## src/hdl/rtcd_cfg.svh

```systemverilog
/*
  Constants for the calendar clock front end: register offsets, field
  positions, reset values, unlock key bytes and trim period figures.
  Assumes it is included by bare name wherever these are needed.
*/
// What this block does
// - prescaler before divider divides reference by 1, 16, 64 or 256.
// - a 16-bit down counter divides prescaled pulses by programmed period plus one.
// - fine trim of zero removes no pulses at all.
// - nonzero trim removes that many pulses in each 16-second span.
// - divider yields half-second and one-second ticks for the calendar.
// - any device reset clears the write lock to zero.
// - while locked, writes to enable, control two, period, time and date are ignored.
// - while locked, other control, alarm and timestamp writes still land.
// - clearing a set lock needs key bytes 55h then AAh first.
// - lock clear must come in the write right after the key pair.
// - lock may be set by a plain write when it is clear.
// - source select: 00 crystal, 01 rc, 10 powerline, 11 system clock.
// - every time, date and alarm register has its own address.
// - each trim step lengthens the divider by one input cycle per span.
`ifndef RTCD_CFG_SVH
`define RTCD_CFG_SVH

// ----------------------------------------------------------------------
// register byte offsets
// ----------------------------------------------------------------------
`define RTCD_OFS_CTRL1   8'h00
`define RTCD_OFS_CTRL2   8'h04
`define RTCD_OFS_PERIOD  8'h08
`define RTCD_OFS_KEY     8'h0c
`define RTCD_OFS_STATUS  8'h10
`define RTCD_OFS_TIME    8'h14
`define RTCD_OFS_DATE    8'h18
`define RTCD_OFS_ALARM   8'h1c
`define RTCD_OFS_STAMP   8'h20

// ----------------------------------------------------------------------
// field positions and reset values
// ----------------------------------------------------------------------
`define RTCD_EN_BIT      15
`define RTCD_LOCK_BIT    11
`define RTCD_TRIM_LSB    11
`define RTCD_PS_LSB      4
`define RTCD_SRC_LSB     0
`define RTCD_PERIOD_RST  16'h7fff
`define RTCD_KEY_FIRST   8'h55
`define RTCD_KEY_SECOND  8'haa
`define RTCD_TRIM_SPAN_S 16
`define RTCD_TRIM_SLOTS  (2 * `RTCD_TRIM_SPAN_S)

`endif

```

## src/hdl/rtcd_pkg.sv

```systemverilog
/*
  Types shared by the calendar clock front end modules.
  Assumes rtcd_cfg.svh for the numeric constants.
*/
package rtcd_pkg;

  // reference source codes
  typedef enum logic [1:0] {
    RTCD_SRC_CRYSTAL = 2'h0,
    RTCD_SRC_RC      = 2'h1,
    RTCD_SRC_MAINS   = 2'h2,
    RTCD_SRC_SYSCLK  = 2'h3
  } rtcd_src_t;

  // unlock key progress, gray coded along the path
  typedef enum logic [1:0] {
    RTCD_KEY_IDLE  = 2'h0,
    RTCD_KEY_HALF  = 2'h1,
    RTCD_KEY_ARMED = 2'h3
  } rtcd_key_t;

endpackage

```

## src/hdl/rtcd_tick_if.sv

```systemverilog
/*
  Carrier between the register block, the prescaler and the divider.
  Assumes all three parts run on mclk.
*/
`timescale 1ns/1ps
interface rtcd_tick_if;
  import rtcd_pkg::*;
  rtcd_src_t   source;
  logic [1:0]  prescale;
  logic [4:0]  fine_trim;
  logic [15:0] period;
  logic        run;
  logic        scaled_pulse;
  logic        half_tick;
  logic        sec_tick;
  logic        half_phase;

  modport ctl (output source, prescale, fine_trim, period, run,
               input  half_tick, sec_tick, half_phase);
  modport pre (input source, prescale, run, output scaled_pulse);
  modport div (input fine_trim, period, run, scaled_pulse,
               output half_tick, sec_tick, half_phase);
endinterface

```

## src/hdl/rtcd_prescaler.sv

```systemverilog
/*
  Reference source selection and prescaler.
  Assumes the source inputs are synchronous levels on mclk.
*/
`timescale 1ns/1ps
module rtcd_prescaler
  import rtcd_pkg::*;
(
  // clock and reset
  input  wire logic mclk,
  input  wire logic rst_n,
  // reference levels
  input  wire logic crystal_in,
  input  wire logic rc_in,
  input  wire logic mains_in,
  // link to divider
  rtcd_tick_if.pre  tk
);
  logic       sel_lvl;
  logic       prev_q;
  logic       ref_edge;
  logic [7:0] cnt_q;
  logic       wrap;

  // source mux; system clock counts every cycle
  always_comb
  begin
    case (tk.source)
      RTCD_SRC_CRYSTAL: sel_lvl = crystal_in;
      RTCD_SRC_RC:      sel_lvl = rc_in;
      RTCD_SRC_MAINS:   sel_lvl = mains_in;
      default:          sel_lvl = 1'b0;
    endcase
  end

  always_ff @(posedge mclk or negedge rst_n)
  begin
    if (!rst_n) prev_q <= 1'b0;
    else        prev_q <= sel_lvl;
  end

  assign ref_edge = (tk.source == RTCD_SRC_SYSCLK) ? 1'b1
                                                   : (sel_lvl & ~prev_q);

  // ratio 1:1, 1:16, 1:64, 1:256 by how many low bits must be ones
  always_comb
  begin
    case (tk.prescale)
      2'h0:    wrap = 1'b1;
      2'h1:    wrap = &cnt_q[3:0];
      2'h2:    wrap = &cnt_q[5:0];
      default: wrap = &cnt_q[7:0];
    endcase
  end

  // counter holds at zero while stopped so a restart has a full period
  always_ff @(posedge mclk or negedge rst_n)
  begin
    if (!rst_n)
    begin
      cnt_q           <= 8'h00;
      tk.scaled_pulse <= 1'b0;
    end
    else
    begin
      tk.scaled_pulse <= tk.run & ref_edge & wrap;
      if (!tk.run)
        cnt_q <= 8'h00;
      else if (ref_edge)
        cnt_q <= wrap ? 8'h00 : cnt_q + 8'h01;
    end
  end
endmodule // rtcd_prescaler

```

## src/hdl/rtcd_divider.sv

```systemverilog
/*
  Coarse 16-bit divider with fractional pulse removal.
  Assumes one prescaled pulse per cycle at most.
*/
`timescale 1ns/1ps
module rtcd_divider
(
  // clock and reset
  input  wire logic mclk,
  input  wire logic rst_n,
  // link from prescaler and registers
  rtcd_tick_if.div  tk
);
  logic [15:0] cnt_q;
  logic [4:0]  slot_q;
  logic        drop_q;
  logic        keep;
  logic        under;

  // a pending removal swallows the next prescaled pulse
  assign keep  = tk.scaled_pulse & ~drop_q;
  assign under = keep & (cnt_q == 16'h0000);

  // down counter, reload on underflow
  always_ff @(posedge mclk or negedge rst_n)
  begin
    if (!rst_n)
      cnt_q <= 16'h0000;
    else if (!tk.run)
      cnt_q <= tk.period;
    else if (under)
      cnt_q <= tk.period;
    else if (keep)
      cnt_q <= cnt_q - 16'h0001;
  end

  // ticks and phase
  always_ff @(posedge mclk or negedge rst_n)
  begin
    if (!rst_n)
    begin
      tk.half_tick  <= 1'b0;
      tk.sec_tick   <= 1'b0;
      tk.half_phase <= 1'b0;
    end
    else
    begin
      tk.half_tick <= under;
      tk.sec_tick  <= under & tk.half_phase;
      if (!tk.run)
        tk.half_phase <= 1'b0;
      else if (under)
        tk.half_phase <= ~tk.half_phase;
    end
  end

  // 32 half-second slots form the 16 s span; slots below trim drop one
  always_ff @(posedge mclk or negedge rst_n)
  begin
    if (!rst_n)
    begin
      slot_q <= 5'h00;
      drop_q <= 1'b0;
    end
    else if (!tk.run)
    begin
      slot_q <= 5'h00;
      drop_q <= 1'b0;
    end
    else if (under)
    begin
      slot_q <= slot_q + 5'h01;
      drop_q <= (slot_q < tk.fine_trim);
    end
    else if (tk.scaled_pulse)
      drop_q <= 1'b0;
  end
endmodule // rtcd_divider

```

## src/hdl/rtcd_top.sv

```systemverilog
/*
  Calendar clock front end: Avalon-MM register slave, write lock with
  unlock key, and the prescaler and divider that make the time ticks.
  Assumes a single mclk domain and synchronous reference inputs.
*/
`timescale 1ns/1ps
`include "rtcd_cfg.svh"
module rtcd_top
  import rtcd_pkg::*;
(
  // clock and reset
  input  wire logic        mclk,
  input  wire logic        rst_n,
  // avalon-mm slave
  input  wire logic [7:0]  avs_address,
  input  wire logic        avs_read,
  input  wire logic        avs_write,
  input  wire logic [31:0] avs_writedata,
  input  wire logic [3:0]  avs_byteenable,
  output logic      [31:0] avs_readdata,
  output logic             avs_waitrequest,
  // reference sources
  input  wire logic        secondary_crystal_osc,
  input  wire logic        low_power_rc_osc,
  input  wire logic        powerline_in,
  // calendar side
  output logic             half_tick,
  output logic             sec_tick,
  output logic             calendar_clock_enable,
  output logic      [31:0] time_value,
  output logic      [31:0] date_value,
  output logic      [31:0] alarm_value
);

  // ----------------------------------------------------------------------
  // storage
  // ----------------------------------------------------------------------
  logic        wait_q;
  logic [31:0] rdata_q;
  logic        lock_q;
  logic        enable_q;
  logic [10:0] ctrl1_rest_q;
  logic [15:0] ctrl2_q;
  logic [15:0] period_q;
  logic [31:0] time_q;
  logic [31:0] date_q;
  logic [31:0] alarm_q;
  logic [31:0] stamp_q;
  rtcd_key_t   key_q;

  logic        wr_go;
  logic        rd_go;
  logic [31:0] rd_mux;
  logic [31:0] ctrl1_word;
  logic [31:0] status_word;
  logic        key_byte_ok;
  logic [7:0]  key_byte;

  rtcd_tick_if tk ();

  // ----------------------------------------------------------------------
  // byte lane merge
  // ----------------------------------------------------------------------
  function automatic logic [31:0] lane_merge(input logic [31:0] old_v,
                                             input logic [31:0] new_v,
                                             input logic [3:0]  be);
    logic [31:0] res;
    res = old_v;
    for (int i = 0; i < 4; i++)
    begin
      if (be[i])
        res[i*8 +: 8] = new_v[i*8 +: 8];
    end
    return res;
  endfunction

  // ----------------------------------------------------------------------
  // bus handshake
  // ----------------------------------------------------------------------
  // every access sees one wait cycle; the write lands and read data are
  // valid on the edge where waitrequest is sampled low
  assign wr_go = avs_write & ~wait_q;
  assign rd_go = avs_read  & ~wait_q;

  always_ff @(posedge mclk or negedge rst_n)
  begin
    if (!rst_n)
      wait_q <= 1'b1;
    else if ((avs_read | avs_write) & wait_q)
      wait_q <= 1'b0;
    else
      wait_q <= 1'b1;
  end

  assign avs_waitrequest = wait_q;

  // ----------------------------------------------------------------------
  // read path
  // ----------------------------------------------------------------------
  assign ctrl1_word  = {16'h0000, enable_q, 3'h0, lock_q, ctrl1_rest_q};
  assign status_word = {28'h0000000, key_q == RTCD_KEY_ARMED,
                        key_q == RTCD_KEY_HALF, lock_q, tk.half_phase};

  // each value register has its own address, no pointer
  always_comb
  begin
    if (avs_address == `RTCD_OFS_CTRL1)
      rd_mux = ctrl1_word;
    else if (avs_address == `RTCD_OFS_CTRL2)
      rd_mux = {16'h0000, ctrl2_q};
    else if (avs_address == `RTCD_OFS_PERIOD)
      rd_mux = {16'h0000, period_q};
    else if (avs_address == `RTCD_OFS_STATUS)
      rd_mux = status_word;
    else if (avs_address == `RTCD_OFS_TIME)
      rd_mux = time_q;
    else if (avs_address == `RTCD_OFS_DATE)
      rd_mux = date_q;
    else if (avs_address == `RTCD_OFS_ALARM)
      rd_mux = alarm_q;
    else if (avs_address == `RTCD_OFS_STAMP)
      rd_mux = stamp_q;
    else
      rd_mux = 32'h00000000; // key and unmapped read as zero
  end

  // loaded one cycle early so data stand when waitrequest drops
  always_ff @(posedge mclk or negedge rst_n)
  begin
    if (!rst_n)
      rdata_q <= 32'h00000000;
    else if (avs_read & wait_q)
      rdata_q <= rd_mux;
  end

  assign avs_readdata = rdata_q;

  // ----------------------------------------------------------------------
  // unlock key sequence
  // ----------------------------------------------------------------------
  assign key_byte    = avs_writedata[7:0];
  assign key_byte_ok = (avs_address == `RTCD_OFS_KEY) & avs_byteenable[0];

  // any write breaks the pair; the armed state lives for one write only
  always_ff @(posedge mclk or negedge rst_n)
  begin
    if (!rst_n)
      key_q <= RTCD_KEY_IDLE;
    else if (wr_go)
    begin
      case (key_q)
        RTCD_KEY_HALF:
          if (key_byte_ok & (key_byte == `RTCD_KEY_SECOND))
            key_q <= RTCD_KEY_ARMED;
          else if (key_byte_ok & (key_byte == `RTCD_KEY_FIRST))
            key_q <= RTCD_KEY_HALF;
          else
            key_q <= RTCD_KEY_IDLE;
        default:
          if (key_byte_ok & (key_byte == `RTCD_KEY_FIRST))
            key_q <= RTCD_KEY_HALF;
          else
            key_q <= RTCD_KEY_IDLE;
      endcase
    end
  end

  // ----------------------------------------------------------------------
  // control register one: enable and lock
  // ----------------------------------------------------------------------
  // asynchronous reset stands for every device reset source
  always_ff @(posedge mclk or negedge rst_n)
  begin
    if (!rst_n)
      lock_q <= 1'b0;
    else if (wr_go & (avs_address == `RTCD_OFS_CTRL1) & avs_byteenable[1])
    begin
      if (!lock_q)
        lock_q <= avs_writedata[`RTCD_LOCK_BIT];
      else if (!avs_writedata[`RTCD_LOCK_BIT] & (key_q == RTCD_KEY_ARMED))
        lock_q <= 1'b0;
    end
  end

  // enable is frozen by the lock value held before this write
  always_ff @(posedge mclk or negedge rst_n)
  begin
    if (!rst_n)
      enable_q <= 1'b0;
    else if (wr_go & (avs_address == `RTCD_OFS_CTRL1) & avs_byteenable[1]
             & ~lock_q)
      enable_q <= avs_writedata[`RTCD_EN_BIT];
  end

  // the rest of control one stays writable under lock
  always_ff @(posedge mclk or negedge rst_n)
  begin
    if (!rst_n)
      ctrl1_rest_q <= 11'h000;
    else if (wr_go & (avs_address == `RTCD_OFS_CTRL1))
      ctrl1_rest_q <= 11'(lane_merge(ctrl1_word, avs_writedata,
                                     avs_byteenable));
  end

  // ----------------------------------------------------------------------
  // locked registers: control two, period, time and date
  // ----------------------------------------------------------------------
  // blocked writes still complete on the bus with no error flag
  always_ff @(posedge mclk or negedge rst_n)
  begin
    if (!rst_n)
    begin
      ctrl2_q  <= 16'h0000;
      period_q <= `RTCD_PERIOD_RST;
      time_q   <= 32'h00000000;
      date_q   <= 32'h00000000;
    end
    else if (wr_go & ~lock_q)
    begin
      if (avs_address == `RTCD_OFS_CTRL2)
        ctrl2_q <= 16'(lane_merge({16'h0000, ctrl2_q}, avs_writedata,
                                  avs_byteenable)) & 16'hf833;
      else if (avs_address == `RTCD_OFS_PERIOD)
        period_q <= 16'(lane_merge({16'h0000, period_q}, avs_writedata,
                                   avs_byteenable));
      else if (avs_address == `RTCD_OFS_TIME)
        time_q <= lane_merge(time_q, avs_writedata, avs_byteenable);
      else if (avs_address == `RTCD_OFS_DATE)
        date_q <= lane_merge(date_q, avs_writedata, avs_byteenable);
    end
  end

  // ----------------------------------------------------------------------
  // unlocked registers: alarm and timestamp
  // ----------------------------------------------------------------------
  always_ff @(posedge mclk or negedge rst_n)
  begin
    if (!rst_n)
    begin
      alarm_q <= 32'h00000000;
      stamp_q <= 32'h00000000;
    end
    else if (wr_go)
    begin
      if (avs_address == `RTCD_OFS_ALARM)
        alarm_q <= lane_merge(alarm_q, avs_writedata, avs_byteenable);
      else if (avs_address == `RTCD_OFS_STAMP)
        stamp_q <= lane_merge(stamp_q, avs_writedata, avs_byteenable);
    end
  end

  // ----------------------------------------------------------------------
  // tick chain
  // ----------------------------------------------------------------------
  assign tk.source    = rtcd_src_t'(ctrl2_q[`RTCD_SRC_LSB +: 2]);
  assign tk.prescale  = ctrl2_q[`RTCD_PS_LSB +: 2];
  assign tk.fine_trim = ctrl2_q[`RTCD_TRIM_LSB +: 5];
  assign tk.period    = period_q;
  assign tk.run       = enable_q;

  rtcd_prescaler u_pre (
    .mclk       (mclk),
    .rst_n      (rst_n),
    .crystal_in (secondary_crystal_osc),
    .rc_in      (low_power_rc_osc),
    .mains_in   (powerline_in),
    .tk         (tk)
  );

  rtcd_divider u_div (
    .mclk  (mclk),
    .rst_n (rst_n),
    .tk    (tk)
  );

  // ----------------------------------------------------------------------
  // calendar side outputs
  // ----------------------------------------------------------------------
  assign half_tick             = tk.half_tick;
  assign sec_tick              = tk.sec_tick;
  assign calendar_clock_enable = enable_q;
  assign time_value            = time_q;
  assign date_value            = date_q;
  assign alarm_value           = alarm_q;

endmodule // rtcd_top

```

## config.mk

```make
export PLATFORM = sky130hd
export DESIGN_NAME = rtcd_top
export DESIGN_NICKNAME = d
export VERILOG_FILES = /design/src/hdl/rtcd_pkg.sv /design/src/hdl/rtcd_tick_if.sv /design/src/hdl/rtcd_prescaler.sv /design/src/hdl/rtcd_divider.sv /design/src/hdl/rtcd_top.sv
export VERILOG_INCLUDE_DIRS = /design/src /design/src/hdl
export SDC_FILE = /design/constraint.sdc
export NUM_CORES = 1
export LEC_CHECK = 0
export BUFFER_PORTS_ARGS = -buffer_cell sky130_fd_sc_hd__buf_2
export CAP_MARGIN = 25
export CORE_ASPECT_RATIO = 1.4
export CORE_MARGIN = 5
export CORE_UTILIZATION = 30
export CTS_CLUSTER_SIZE = 12
export DETAILED_ROUTE_END_ITERATION = 7
export PLACE_DENSITY = 0.57
export SLEW_MARGIN = 20
export SYNTH_ARGS = -nofsm -noshare
export SYNTH_HDL_FRONTEND = slang
export SYNTH_SLANG_ARGS = --single-unit
```

## constraint.sdc

```tcl
create_clock -name mclk -period 2.7 [get_ports mclk]
set_input_delay 0.54 -clock mclk [delete_from_list [all_inputs] [get_ports mclk]]
set_output_delay 0.54 -clock mclk [all_outputs]
set_load 0.02 [all_outputs]
```

==> out/qor.yml <==
sta:
  worstMarginPinSlew_ns: 0.896
  setup_violations: 0
  layout_min_cycle_time_ns: 2.47
  fin_skew_ns: 0.0128
  slew_viol_final: 0
  rsz0062_at_grt: "false"
  fmax_mhz: 405
  min_period_over_period: 0.914
  setup_tns_ns: 0
  slew_headroom: 0.403
  hold_viol: 0
floorplanning:
  initial_utilization: 0.302
  ios: 183
  die_h_um: 237
  dieArea_sq_mm: 0.0407
  coreArea_sq_mm: 0.0365
  die_width_um: 172
  rows: 83
run_status:
  status: "finished clean"
logic_synthesis:
  yosys.cell_count.top_type: "dfrtp_1"
  synth_edf_count: 0
  synthArstFlopShare: 1.00
  synth_area_leaders: "dfrtp_1, mux2_2, dfstp_2, a222oi_1, nand2_1"
  synth_xor_area_frac: 0.00477
  ys_seq_area_frac: 0.538
  netlist.area_leader.share: 0.500
  yosysUniqueCellTypes: 81
  synth_top_family_by_area: "multiplexers"
  synth_common_cells: "dfrtp_1, mux2_2, nand2_1, a21oi_1, nor2_1"
  synthMuxAreaShare: 0.178
  avgSynthCellArea_sq_um: 12.2
  syn_area_sq_mm: 0.0110
  ys_ff_latch: 236
  yosys.area_share.simple: 0.113
  synth_area_leader_cell: "dfrtp_1"
  synth.yosys.warnings: 0
  synth_fa_ha_area_frac: 0.00908
  syn_inst: 900
  synthFlopType: "dfrtp_1"
  synthesis.nets: 959
  synth_compound_area_frac: 0.132
clocking:
  cts_buffer_depth: 3
  clk_latency_ns: 0.54
  clk_pin_slew_worst_paths_ns: 0.06
  numCtsBuffers: 25
  cts.sinks: 236
  cts-root-buf: "clkbuf_16"
  cts_setup_buffers: 0
  cts_max_level: 1
  cts_tree: "yes"
global_routing:
  antenna_found_initial: 4
  grt_overflow: 0
  grt_first_pass_wirelength_um: 54200
  gr-usage-all-layers: 0.171
  grt_pass1_vias: 8811
  grt_start_max_net_pins: 91
drt:
  vias_per_cell: 5.22
  wl_per_cell_um: 21.9
  drt-total-wl_um: 35100
  initialDrtViolationCount: 564
  antenna_left: 0
  drc: 0
  drt_pass1_iterations: 7
  num_vias: 8365
final_layout:
  nNetsFinal: 1174
  fill_cells: 3579
  drive_above_1_share: 0.420
  syn_to_final_growth_pct: 23.4
place:
  portBuffers: 182
  dpl.hpwl_um: 26200
  gp_congestion: 0.873
power_and_ir_drop:
  powerDensity_mw_per_mm2: 584
  ir_drop_mv: 0.490
  p_leak_nw: 6.83
  total_power_mw: 7.94
critical_path:
  worstSetupEndpointType: "flip-flop"
  crit_required_ns: 3.11
  cp_max_fo: 5
  arrival_ns: 2.88
  crit_type: "flip-flop to flip-flop"
  critPathLaunchType: "flip-flop"
min_path:
  holdCritPathClass: "input port to flip-flop"
run:
  max-cap-violations: 0
[sequential cells by signal (all words and copies together), names as in the netlist, 2 cells and up]
register,cells
date_value,32
time_value,32
alarm_value,32
u_pre.cnt_q,8
u_div.slot_q,5
ctrl2_q,9
key_q,2
stamp_q,32
avs_readdata,32
ctrl1_rest_q,11
u_div.cnt_q,16
period_q,16
[worst max-delay path: stages, from the launching register on]
cell	delay [ns]
dfrtp_1	0.45
inv_1	0.13
ha_1	0.19
or4b_2	0.66
nor3_1	0.40
nand3_1	0.14
mux2i_1	0.14
o2bb2a_1	0.22
[metrics by stage]
stage | utilization | std cells | hold slack, ns | setup slack [ns] | area [sq um]
6_report | 0.373 | 1602 | 0.204 | 0.232 | 13600
5_1_grt | 0.373 | 1600 | 0.210 | 0.0759 | 13600
4_1_cts | 0.373 | 1599 | 0.180 | 0.224 | 13600
3_5_place_dp | 0.350 | 1554 | 0.398 | -0.0454 | 12800
3_3_place_gp | 0.350 | 1554 | 0.395 | 0.0809 | 12800
2_1_floorplan | - | 900 | 0.244 | 0.436 | 11000
[metal layers]
layer | vias to the layer above | track usage | wire (um)
li1 | 3822 | - | -
met1 | 4256 | 0.206 | 13700
met2 | 226 | 0.299 | 18100
met3 | 59 | 0.0401 | 2280
met4 | 2 | 0.0531 | 974
met5 | - | 0 | 7
[worst paths after layout]
kind,from,to,slack (ns),cells past startpoint
hold reg to reg,avs_readdata[26],avs_readdata[26],0.48,1
setup / recovery,u_div.cnt_q[1],u_div.cnt_q[12],0.23,7
max in group asynchronous,rst_n,time_value[23],1.50,3
setup reg to reg,u_div.cnt_q[1],u_div.cnt_q[12],0.23,7
min in group asynchronous,rst_n,stamp_q[15],0.46,2
hold / removal,avs_read,avs_waitrequest,0.20,2
[cells in the final DEF, fill, tap and decap left out, drive strengths merged, types with 6 or more instances in the layout]
master    n
mux2i    10
clkbuf   41
ha        8
nor2b     9
a22oi     7
o21ai    35
a21oi    39
a221oi    6
nor4      9
a31oi     6
o221ai    7
dfrtp   220
and3     10
dfstp    16
a21o     27
inv      16
nor3     14
nand3    18
mux2    165
and2     12
buf     232
nand2    68
a222oi   31
nor2     38
[where the power goes]
group	internal [mW]	leakage [nW]	switching [mW]	total [mW]
Sequential	3.66	3.16	0.124	3.79
Combinational	0.253	3.27	0.469	0.722
Clock	2.02	0.398	1.41	3.43
Total	5.93	6.83	2.00	7.94
[cell type report]
type | count | area, sq um | area share
Antenna cell | 3 | 7.51 | 0.000552
Clock buffer | 41 | 766 | 0.0563
Clock inverter | 3 | 43.8 | 0.00322
Inverter | 15 | 56.3 | 0.00414
Multi-Input combinational cell | 604 | 4830 | 0.355
Sequential cell | 236 | 5930 | 0.436
Tap cell | 467 | 584 | 0.0430
Timing Repair Buffer | 233 | 1380 | 0.102
[kinds of logic after synthesis]
logic type / after synthesis
DFF: 236
muxes: 175
AOI/OAI and AO/OA: 199
xor gates and xnor gates: 6
adders and majority gates: 8
buffers and inverters: 60
and+or+nand+nor: 216
[repair_timing]
action | 4_1_cts | 5_1_grt
hold buffers | 1 | 0
resized for setup | 0 | 0
hold endpoints to repair | 18 | 0
Power figures use the tool's default switching activity.
